$ cat src/pio_pkg.sv
// constants and types for the clocked i/o port block
// assumes a single pclk domain and an apb master in front of it
package pio_pkg;

    // ------------------------------------------------------------
    // sizes
    // ------------------------------------------------------------
    localparam int NUM_PORTS   = 5;
    localparam int NUM_CLKBLK  = 6;
    localparam int PIN_COUNT   = 32;
    localparam int SYNC_W      = PIN_COUNT + NUM_PORTS;
    localparam int PORT_WIDTH [NUM_PORTS] = '{1, 4, 8, 16, 32};

    // ------------------------------------------------------------
    // register map (byte addresses)
    // ------------------------------------------------------------
    localparam logic [11:0] PORT_SPAN       = 12'h140;
    localparam logic [5:0]  REG_CFG         = 6'h00;
    localparam logic [5:0]  REG_DATA        = 6'h04;
    localparam logic [5:0]  REG_COND        = 6'h08;
    localparam logic [5:0]  REG_TIME        = 6'h0C;
    localparam logic [5:0]  REG_COUNT       = 6'h10;
    localparam logic [5:0]  REG_STAMP       = 6'h14;
    localparam logic [5:0]  REG_STATUS      = 6'h18;
    localparam logic [11:0] REG_CLKBLK_BASE = 12'h200;
    localparam logic [11:0] REG_LINK        = 12'h220;

    // ------------------------------------------------------------
    // types
    // ------------------------------------------------------------
    typedef enum logic [1:0] {COND_NONE, COND_EQ, COND_NE} cond_e;

    typedef struct packed {
        logic       timed;
        cond_e      cond;
        logic [2:0] clk_block;
        logic       strobe_en;
        logic       open_drain;
        logic       drive;
        logic       enable;
    } port_cfg_s;

    typedef struct packed {
        logic [7:0] div;
        logic       from_pin;
    } clkblk_cfg_s;

    typedef struct packed {
        port_cfg_s   cfg;
        logic [31:0] xfer;
        logic        xfer_full;
        logic [31:0] shreg;
        logic [5:0]  chunks;
        logic [15:0] ctr;
        logic [15:0] time_val;
        logic [15:0] stamp;
        logic [31:0] cond_val;
    } port_state_s;

    typedef struct packed {
        clkblk_cfg_s cfg;
        logic [7:0]  divcnt;
    } clkblk_state_s;

    typedef struct packed {
        port_state_s   [NUM_PORTS-1:0]  port;
        clkblk_state_s [NUM_CLKBLK-1:0] cb;
        logic [PIN_COUNT-1:0]           link_pins;
        logic [SYNC_W-1:0]              sync1;
        logic [SYNC_W-1:0]              sync2;
        logic [SYNC_W-1:0]              sync3;
        logic [SYNC_W-1:0]              stable;
        logic                           pin0_prev;
        logic                           pull_down;
        logic                           rd_hold;
        logic [31:0]                    prdata;
    } state_s;

    // ------------------------------------------------------------
    // reset values
    // ------------------------------------------------------------
    localparam port_cfg_s   PORT_CFG_RESET   = '0;
    localparam clkblk_cfg_s CLKBLK_CFG_RESET = '0;

endpackage : pio_pkg

$ cat src/port_io_clock_blocks.sv
// clocked i/o ports, their clock blocks and pin arbitration behind apb
// assumes pins are resolved outside from pin_out/pin_oe; pins arrive async
//
// Decided for this implementation: the address map and the APB slave port.
`timescale 1ns/10ps
`default_nettype none

module port_io_clock_blocks
    import pio_pkg::*;
(
    // clock and reset
    input  wire logic                 pclk,
    input  wire logic                 presetn,
    // apb slave
    input  wire logic                 psel,
    input  wire logic                 penable,
    input  wire logic                 pwrite,
    input  wire logic [11:0]          paddr,
    input  wire logic [31:0]          pwdata,
    output logic                      pready,
    output logic                      pslverr,
    output logic [31:0]               prdata,
    // pins
    input  wire logic [PIN_COUNT-1:0] pin_in,
    output logic [PIN_COUNT-1:0]      pin_out,
    output logic [PIN_COUNT-1:0]      pin_oe,
    output logic                      pin_pull_down,
    // strobes
    input  wire logic [NUM_PORTS-1:0] ready_in_strobe,
    output logic [NUM_PORTS-1:0]      output_valid_strobe,
    // scheduler events
    output logic [NUM_PORTS-1:0]      port_event
);

    state_s s;
    state_s next_s;

    // ------------------------------------------------------------
    // decode
    // ------------------------------------------------------------
    logic        acc;
    logic        setup;
    logic        in_ports;
    logic [2:0]  pidx;
    logic [5:0]  roff;
    logic [2:0]  cidx;
    logic        is_cb;
    logic        mapped;

    always_comb
    begin
        acc      = psel & penable;
        setup    = psel & ~penable;
        in_ports = paddr < PORT_SPAN;
        pidx     = paddr[8:6];
        roff     = paddr[5:0];
        cidx     = paddr[4:2];
        is_cb    = (paddr[11:5] == REG_CLKBLK_BASE[11:5]) && (cidx < 3'(NUM_CLKBLK));
        mapped   = (in_ports && roff <= REG_STATUS && roff[1:0] == 2'b00)
                 || (is_cb && paddr[1:0] == 2'b00) || paddr == REG_LINK;
    end

    assign pready  = 1'b1;
    assign pslverr = acc & ~mapped;
    assign prdata  = s.prdata;
    assign pin_pull_down = s.pull_down;

    // ------------------------------------------------------------
    // next state
    // ------------------------------------------------------------
    logic [NUM_CLKBLK-1:0]           cb_tick;
    logic [NUM_PORTS-1:0][31:0]      own;
    logic [NUM_PORTS-1:0]            claimed;
    logic [31:0]                     mask;
    logic [31:0]                     sample;
    logic [5:0]                      nchunk;
    logic [5:0]                      wsh;
    logic                            go;
    logic                            met;
    logic [31:0]                     rd;
    logic [31:0]                     po;
    logic [31:0]                     poe;
    logic [NUM_PORTS-1:0]            ev;
    logic [NUM_PORTS-1:0]            ovs;

    always_comb
    begin
        next_s  = s;
        cb_tick = '0;
        own     = '0;
        claimed = '0;
        mask    = '0;
        sample  = '0;
        nchunk  = '0;
        wsh     = '0;
        go      = 1'b0;
        met     = 1'b0;
        rd      = '0;
        po      = '0;
        poe     = '0;
        ev      = '0;
        ovs     = '0;

        // pins pass three flops; a level counts once stages two and three agree
        next_s.sync1  = {ready_in_strobe, pin_in};
        next_s.sync2  = s.sync1;
        next_s.sync3  = s.sync2;
        next_s.stable = (s.sync2 & s.sync3) | (s.stable & (s.sync2 ^ s.sync3));
        next_s.pin0_prev = s.stable[0];
        next_s.pull_down = 1'b0;

        // block 0 ticks every pclk: it stands in for the tile reference clock
        cb_tick[0] = 1'b1;
        for (int c = 1; c < NUM_CLKBLK; c++)
        begin
            if (!s.cb[c].cfg.from_pin || (s.stable[0] & ~s.pin0_prev))
            begin
                if (s.cb[c].divcnt >= s.cb[c].cfg.div)
                begin
                    cb_tick[c] = 1'b1;
                    next_s.cb[c].divcnt = '0;
                end
                else
                begin
                    next_s.cb[c].divcnt = s.cb[c].divcnt + 8'h01;
                end
            end
        end

        // narrowest enabled port owns a pin; link pins belong to no port
        for (int i = 0; i < PIN_COUNT; i++)
        begin
            for (int p = 0; p < NUM_PORTS; p++)
            begin
                if (s.port[p].cfg.enable && i < PORT_WIDTH[p] && !s.link_pins[i]
                    && !claimed[0])
                begin
                    own[p][i]  = 1'b1;
                    claimed[0] = 1'b1;
                end
            end
            claimed[0] = 1'b0;
        end

        for (int p = 0; p < NUM_PORTS; p++)
        begin
            wsh    = 6'(PORT_WIDTH[p]);
            mask   = (PORT_WIDTH[p] == 32) ? 32'hFFFFFFFF : ((32'h1 << wsh) - 32'h1);
            nchunk = 6'(32 / PORT_WIDTH[p]);
            sample = s.stable[31:0] & own[p];
            met    = (s.port[p].cfg.cond == COND_EQ) ? (sample == (s.port[p].cond_val & mask))
                   : (sample != (s.port[p].cond_val & mask));
            if (s.port[p].cfg.clk_block < 3'(NUM_CLKBLK) && cb_tick[s.port[p].cfg.clk_block])
            begin
                next_s.port[p].ctr = s.port[p].ctr + 16'h0001;
                go = s.port[p].cfg.enable
                   && (!s.port[p].cfg.timed || s.port[p].ctr == s.port[p].time_val);
            end
            else
            begin
                go = 1'b0;
            end

            if (go && s.port[p].cfg.timed)
            begin
                next_s.port[p].cfg.timed = 1'b0;
            end

            if (s.port[p].cfg.drive)
            begin
                // whole port drives together; pins it does not own stay off
                for (int i = 0; i < PIN_COUNT; i++)
                begin
                    if (own[p][i])
                    begin
                        po[i]  = s.port[p].cfg.open_drain ? 1'b0 : s.port[p].shreg[i];
                        poe[i] = s.port[p].cfg.open_drain ? ~s.port[p].shreg[i] : 1'b1;
                    end
                end
                ovs[p] = s.port[p].cfg.enable && s.port[p].cfg.strobe_en
                       && s.port[p].chunks != 6'h00;
                if (go)
                begin
                    if (s.port[p].chunks > 6'h01)
                    begin
                        next_s.port[p].shreg  = s.port[p].shreg >> wsh;
                        next_s.port[p].chunks = s.port[p].chunks - 6'h01;
                    end
                    else if (s.port[p].xfer_full)
                    begin
                        next_s.port[p].shreg     = s.port[p].xfer;
                        next_s.port[p].chunks    = nchunk;
                        next_s.port[p].xfer_full = 1'b0;
                        next_s.port[p].stamp     = s.port[p].ctr;
                    end
                    else
                    begin
                        next_s.port[p].chunks = '0;
                    end
                end
            end
            else if (go && (!s.port[p].cfg.strobe_en || s.stable[PIN_COUNT+p]))
            begin
                if (s.port[p].cfg.cond != COND_NONE)
                begin
                    if (met)
                    begin
                        ev[p] = 1'b1;
                        next_s.port[p].cfg.cond = COND_NONE;
                    end
                end
                else
                begin
                    next_s.port[p].shreg = (s.port[p].shreg >> wsh) | (sample << (6'd32 - wsh));
                    if (s.port[p].chunks + 6'h01 >= nchunk)
                    begin
                        next_s.port[p].xfer      = next_s.port[p].shreg;
                        next_s.port[p].xfer_full = 1'b1;
                        next_s.port[p].chunks    = '0;
                        next_s.port[p].stamp     = s.port[p].ctr;
                        ev[p] = 1'b1;
                        if (pidx == 3'(p))
                        begin
                            next_s.rd_hold = 1'b0;
                        end
                    end
                    else
                    begin
                        next_s.port[p].chunks = s.port[p].chunks + 6'h01;
                    end
                end
            end
        end

        // read data is latched in the setup cycle so prdata is a flop
        if (setup)
        begin
            next_s.rd_hold = 1'b1;
            if (in_ports && pidx < 3'(NUM_PORTS))
            begin
                case (roff)
                    REG_CFG:    rd = 32'(s.port[pidx].cfg);
                    REG_DATA:   rd = s.port[pidx].xfer;
                    REG_COND:   rd = s.port[pidx].cond_val;
                    REG_TIME:   rd = {16'h0000, s.port[pidx].time_val};
                    REG_COUNT:  rd = {16'h0000, s.port[pidx].ctr};
                    REG_STAMP:  rd = {16'h0000, s.port[pidx].stamp};
                    REG_STATUS: rd = {22'h000000, s.port[pidx].chunks, s.port[pidx].cfg.timed,
                                      s.port[pidx].cfg.cond, s.port[pidx].xfer_full};
                    default:    rd = '0;
                endcase
            end
            else if (is_cb)
            begin
                rd = 32'(s.cb[cidx].cfg);
            end
            else if (paddr == REG_LINK)
            begin
                rd = s.link_pins;
            end
            next_s.prdata = rd;
        end

        // software writes come last so they win over hardware updates
        if (acc && in_ports && pidx < 3'(NUM_PORTS))
        begin
            if (pwrite)
            begin
                case (roff)
                    REG_CFG:  next_s.port[pidx].cfg      = port_cfg_s'(pwdata[9:0]);
                    REG_DATA:
                    begin
                        next_s.port[pidx].xfer      = pwdata;
                        next_s.port[pidx].xfer_full = 1'b1;
                    end
                    REG_COND: next_s.port[pidx].cond_val = pwdata;
                    REG_TIME: next_s.port[pidx].time_val = pwdata[15:0];
                    default:  next_s.port[pidx].cond_val = s.port[pidx].cond_val;
                endcase
            end
            else if (roff == REG_DATA && !s.port[pidx].cfg.drive && next_s.rd_hold)
            begin
                // a word landing in the access cycle keeps the flag set
                next_s.port[pidx].xfer_full = 1'b0;
            end
        end
        else if (acc && pwrite && is_cb && cidx != 3'h0)
        begin
            next_s.cb[cidx].cfg = clkblk_cfg_s'(pwdata[8:0]);
        end
        else if (acc && pwrite && paddr == REG_LINK)
        begin
            next_s.link_pins = pwdata;
        end
    end

    assign pin_out             = po;
    assign pin_oe              = poe;
    assign port_event          = ev;
    assign output_valid_strobe = ovs;

    // ------------------------------------------------------------
    // state register
    // ------------------------------------------------------------
    always_ff @(posedge pclk or negedge presetn)
    begin
        if (!presetn)
        begin
            s           <= '0;
            s.pull_down <= 1'b1;
            for (int p = 0; p < NUM_PORTS; p++)
            begin
                s.port[p].cfg <= PORT_CFG_RESET;
            end
            for (int c = 0; c < NUM_CLKBLK; c++)
            begin
                s.cb[c].cfg <= CLKBLK_CFG_RESET;
            end
        end
        else
        begin
            s <= next_s;
        end
    end

endmodule : port_io_clock_blocks

`default_nettype wire

$ cat config.mk
export PLATFORM = sky130hd
export DESIGN_NAME = port_io_clock_blocks
export DESIGN_NICKNAME = d
export VERILOG_FILES = /design/src/pio_pkg.sv /design/src/port_io_clock_blocks.sv
export SDC_FILE = /design/constraint.sdc
export NUM_CORES = 2
export LEC_CHECK = 0
export BUFFER_PORTS_ARGS = -buffer_cell sky130_fd_sc_hd__buf_2
export CELL_PAD_IN_SITES_DETAIL_PLACEMENT = 0
export CELL_PAD_IN_SITES_GLOBAL_PLACEMENT = 1
export CORE_UTILIZATION = 45
export DETAILED_ROUTE_END_ITERATION = 10
export PLACE_DENSITY = 0.74
export SLEW_MARGIN = 20
export SYNTH_ARGS = -nofsm -noshare
export SYNTH_HDL_FRONTEND = slang
export SYNTH_SLANG_ARGS = --single-unit
$ cat constraint.sdc
create_clock -name pclk -period 3.45 [get_ports pclk]
set_input_delay 0.345 -clock pclk [delete_from_list [all_inputs] [get_ports pclk]]
set_output_delay 0.345 -clock pclk [all_outputs]
set_load 0.02 [all_outputs]
Word level (Yosys, flattened, before mapping) --
Index checks and enable logic that the tools add are counted.
Storage, ports and cells: flip-flop bits (word level) 1122, logic and storage cells 1097
Cells by class: add/subtract/negate cells 20, $lt $le $gt $ge 33, equal/unequal tests 32, multiplexer cells 580, bitwise logic cells 83, reduce and logical (&&, ||, !) cells 247
Operators with widths (count):
- $bwmux W805 | 7
- $pmux W805 S4 | 1
- $demux W161 S3 | 5
- $mux W805 | 3
- $mux W71 | 10
- $mux W16 | 42
- $mux W32 | 18
- $bmux W161 S3 | 1
- $mux W1 | 411
- $mux W39 | 10
- $mux W161 | 2
- $pmux W32 S7 | 1
- $mux W33 | 6
- $mux W38 | 5
- $mux W151 | 1
- $logic_and A1 B1 Y1 | 135
- $mux W125 | 1
- $mux W119 | 1
- $bwmux W102 | 1
- $mux W8 | 12
- $mux W93 | 1
- $add A16 B1 Y16 const B | 5
- $eq A16 B16 Y1 | 5
- $logic_not A1 Y1 | 77
- 66 further kinds | 234

Longest topological paths before layout --
depth after elaboration 36, mapped depth 15, mapped depth without buffers 11

Worst setup path before layout --
No wires, ideal clock.
path type register -> output, start point register s[235] (netlist name), end point output port_event[1], arrival time 3145 ps, data required time 3105 ps, setup slack -40 ps, stages on the path, launching flop included 12, path through dfrtp_1 -> ha_1 -> o21a_1 -> nor2_1 -> o41ai_1 -> clkbuf_1 -> a21oi_1 -> a311oi_1 -> o21ai_1 -> clkbuf_1 -> clkbuf_1 -> nor4b_1
On the way: cells in the longest elaborated chain, start to end 10
RTL lines:
- from (decl) | line port_io_clock_blocks.sv:35 | state_s s;
- from (signal assigned) | line port_io_clock_blocks.sv:322 | s <= next_s;
- $ge A8 B8 Y1 | line port_io_clock_blocks.sv:118 | if (s.cb[c].divcnt >= s.cb[c].cfg.div)
- $mux W1 | line port_io_clock_blocks.sv:118
- $mux W1 | line port_io_clock_blocks.sv:116 | if (!s.cb[c].cfg.from_pin || (s.stable[0] & ~s.pin0_prev))
- $bmux W1 S3 | line port_io_clock_blocks.sv:153 | if (s.port[p].cfg.clk_block < 3'(NUM_CLKBLK) && cb_tick[s.port[p].cfg.clk_block])
- $mux W1 (not written as such) | line port_io_clock_blocks.sv:153
- $logic_and A1 B1 Y1 | line port_io_clock_blocks.sv:153
- $mux W1 | line port_io_clock_blocks.sv:153
- $logic_and A1 B1 Y1 | line port_io_clock_blocks.sv:202 | else if (go && (!s.port[p].cfg.strobe_en || s.stable[PIN_COUNT+p]))
- $mux W1 | line port_io_clock_blocks.sv:202
- $mux W1 | line port_io_clock_blocks.sv:169 | if (s.port[p].cfg.drive)
- to (decl) | line port_io_clock_blocks.sv:32 | output logic [NUM_PORTS-1:0] port_event
No other way between the ends. The select of a mux whose other input is x is not followed.

Worst setup path in the final report --
start point register s[1112] (netlist name), end point output port_event[4]
On the way: cells in the longest elaborated chain, start to end 10, elaborated cells between the ends (all ways) 91, classes of those cells eq/ne: 2; mux: 38; bitwise: 1; reduce/logical: 50
RTL lines:
- $logic_and A1 B1 Y1 | line port_io_clock_blocks.sv:135 | if (s.port[p].cfg.enable && i < PORT_WIDTH[p] && !s.link_pins[i]
- $logic_and A1 B1 Y1 | line port_io_clock_blocks.sv:136 | && !claimed[0])
- $mux W1 | line port_io_clock_blocks.sv:135
- $and A32 B32 Y32 | line port_io_clock_blocks.sv:150 | sample = s.stable[31:0] & own[p];
- $ne A32 B32 Y1 / $eq A32 B32 Y1 (equally long branches) | line port_io_clock_blocks.sv:152, port_io_clock_blocks.sv:151
- $mux W1 | line port_io_clock_blocks.sv:151 | met = (s.port[p].cfg.cond == COND_EQ) ? (sample == (s.port[p].cond_val & mask))
- $mux W1 | line port_io_clock_blocks.sv:206 | if (met)
- $mux W1 | line port_io_clock_blocks.sv:204 | if (s.port[p].cfg.cond != COND_NONE)
- $mux W1 (*) | line port_io_clock_blocks.sv:202
- $mux W1 (*) | line port_io_clock_blocks.sv:169
Mark *: on every way between the ends. The rest lies on a longest branch, timed or not.

==> flow_metrics.env <==
export IMPL_synth_top_family_by_area="compound AO/OA/AOI/OAI gates"
export IMPL_insertion_delay_ns=0.82
export IMPL_cp_end_kind="output pin"
export IMPL_cts_htree_levels=4
export IMPL_worst_slew_pin_slew_ns=1.06
export IMPL_detail_route_iter0_violations=6406
export IMPL_hold_viol_final=0
export IMPL_wl_met1_mm=104
export IMPL_period_share_pct=117
export IMPL_fmax_mhz=247
export IMPL_synth_area_mm2=0.0604
export IMPL_fill_cells=11800
export IMPL_vdd_drop_max_mv=0.481
export IMPL_grt_pass1_wl_mm=359
export IMPL_ys_seq_area_share_pct=46.1
export IMPL_setup_ws_ns=-0.597
export IMPL_ios=195
export IMPL_crit_type="reg -> out"
export IMPL_synthesis_nets=6360
export IMPL_synthXorXnorAreaFrac_pct=3.45
export IMPL_synth_seq_cells=1114
export IMPL_num_rows=134
export IMPL_clock_sinks=1114
export IMPL_start_kind="flip-flop"
export IMPL_fin_crit_ns=4.05
export IMPL_drt_total_wl_mm=251
export IMPL_synthSimpleGateAreaFrac_pct=11.5
export IMPL_synthMuxAreaShare_pct=13.8
export IMPL_routed_via_density=6.37
export IMPL_min_path_type="in -> reg"
export IMPL_cts_buffers=133
export IMPL_synth_cell_types=88
export IMPL_layout_drive_gt1_share_pct=21.2
export IMPL_clockBufferDepth=3
export IMPL_finalMaxSlewViolations=0
export IMPL_io_buffers=193
export IMPL_root_buffer="clkbuf_16"
export IMPL_setup_violations=26
export IMPL_ff2ff_setup_slack_ns=-0.05
export IMPL_firstDrtPassIters=8
export IMPL_endpoint="port_event[4]"
export IMPL_clk_pin_slew_ns=0.06
export IMPL_grt_usage_pct=36.2
export IMPL_die_w_um=368
export IMPL_p_leak_nw=31.9
export IMPL_max_cap_viol_count=0
export IMPL_crit_fanout=22
export IMPL_routabilityCongestion=1.00
export IMPL_final_nets=6735
export IMPL_grt_max_degree=130
export IMPL_worstRegToRegCells=18
export IMPL_synth_main_ff_cell="dfrtp_1"
export IMPL_core_area_mm2=0.133
export IMPL_netlist_instances=6166
export IMPL_powerDensity_mw_per_mm2=448
export IMPL_async_flop_share_pct=100
export IMPL_wire_per_inst_um=29.8
export IMPL_place_inst=8086
export IMPL_cp_required_ns=3.11
export IMPL_avgSynthCellArea_um2=9.80
export IMPL_relSlewSlack_pct=29.3
export IMPL_start_util_pct=45.3
export IMPL_rsz0062_at_grt="yes"
export IMPL_num_vias=53600
export IMPL_final_core_utilization_pct=54.4
export IMPL_grt_pass1_vias=50800
export IMPL_synth_compound_area_share_pct=18.4
export IMPL_yosysWarnings=0
export IMPL_r2r_start="s[266]"
export IMPL_r2r_end="s[524]"
export IMPL_cp_startpoint="s[1112]"
export IMPL_synth_edf_count=0
export IMPL_wl_met2_mm=106
export IMPL_dieHeight_um=368
export IMPL_topRoutingLayerUsed="met5"
export IMPL_grt_overflow_total=0
export IMPL_cp_arrival_ns=3.70
export IMPL_place_hpwl_mm=179
export IMPL_antenna_found_initial=11
export IMPL_design_die_area_mm2=0.136
export IMPL_violations="negative setup slack"
export IMPL_fin_cells=8418
export IMPL_status="complete, but fails checks"
export IMPL_p_total_mw=32.4
export IMPL_drc=0
export IMPL_route_met3_wl_mm=30.4
export IMPL_synth_fa_ha_area_share_pct=2.24
export IMPL_skew_ns=0.0453
export IMPL_cts_tree="done"
export IMPL_area_growth_pct=20.0
export IMPL_ant_nets=0
-- repair_timing --
item	4_1_cts	5_1_grt
gates cloned	0	5
pin swaps	25	29
buffers inserted	19	17
gates resized for setup	82	102
endpoints found under the setup margin	155	129
hold buffers	51	0
endpoints found under the hold margin	188	0
-- worst min-delay path by stage --
stage                     start     endpoint  slack, ns  depth (start not counted)
global route         pwdata[25]       s[944]       0.04                          3
CTS                  pwdata[18]      s[1098]      0.002                          3
finish               pwdata[27]       s[946]       0.03                          3
global placement    next_s[144]  next_s[107]       0.33                          0
detailed placement  next_s[132]   next_s[95]       0.33                          0
floorplan               presetn  next_s[100]       0.05                          0
-- layout make-up --
class / count / area [µm²] / area share [%]
Timing Repair Buffer: 759 / 6340 / 8.74
Clock inverter: 57 / 970 / 1.34
Inverter: 128 / 480 / 0.663
Tap cell: 1768 / 2210 / 3.05
Antenna cell: 4 / 10.0 / 0.0138
Clock buffer: 183 / 3770 / 5.20
Sequential cell: 1114 / 27900 / 38.5
Multi-Input combinational cell: 4405 / 30800 / 42.5
-- routing by layer --
metal  global-route usage (%)  vias to the layer above
li1                         -                    23100
met1                     50.9                    26900
met2                     51.8                     3070
met3                     11.0                      576
met4                     14.6                        8
met5                        0                        -
-- report_power, final --
part           switching (mW)  internal, mW  total, mW
sequential              0.484          13.5       14.0
combinational            1.96          1.14       3.10
clock                    6.30          9.05       15.3
total                    8.75          23.7       32.4
-- cell usage after synthesis (105+ instances only) --
library cell  instances  area, µm²
o22ai_1             198       1240
o21ai_0             495       2480
a21oi_1             507       2540
inv_1               127        477
nand2_1             553       2080
xor2_1              105        920
dfrtp_1            1113      27900
nor2_1              496       1860
clkbuf_1            389       1460
ha_1                108       1350
a22oi_1             147       1100
xnor2_1             133       1160
mux2i_1             368       3680
mux2_2              238       2680
-- registers in the layout, summed over array words and instances, names as in the netlist --
register and flops:
prdata 32, s 1006, pin_pull_down 1, next_s 75
-- cell usage in the layout (no fill, tap or decap), drive strengths merged, types with 28 or more instances in the layout --
cell,Yosys,layout
xor2,105,105
o21ai,520,520
nor2,497,497
nand2b,52,52
clkinv,1,29
nand3,90,90
dlygate4sd3,0,51
inv,127,135
and3,38,38
o22ai,198,198
dfrtp,1113,1113
ha,108,108
clkbuf,389,188
mux2i,368,368
mux4,79,79
mux2,255,255
xnor2,133,133
a211oi,29,29
nor3b,28,28
nor4,36,36
nand2,553,553
nand4,57,57
a22oi,147,147
a21o,71,71
a22o,42,42
buf,130,703
nor3,70,70
a21oi,508,508
a31oi,46,46
-- critical path, cell delays in order (launching register included) --
cell	delay, ns
dfrtp_1	0.44
buf_12	0.19
and3b_2	0.30
xnor2_2	0.23
nand4_1	0.22
nor4_1	0.30
nand3_1	0.13
buf_4	0.19
nor3_1	0.17
a21oi_1	0.11
o41ai_4	0.32
buf_4	0.18
buf_6	0.11
-- kinds of logic after synthesis --
family,count (synthesis)
fa+ha+maj,108
compound gates,1816
buf+inv,647
xor+xnor,238
other cells,2
simple gates,1539
flops,1114
mux,702
-- per-stage QoR --
stage	worst slack, ns	TNS [ns]	hold WS, ns	instance area, µm²
floorplan	0.0971	0	0.0494	60400
global placement	-0.560	-5.55	0.333	66100
detailed placement	-0.504	-4.62	0.335	66100
CTS	-0.605	-2.56	0.00180	71800
global route	-0.669	-11.62	0.0351	72500
finish	-0.597	-2.97	0.0317	72500
Note: power is estimated with default switching activity, not from simulation.
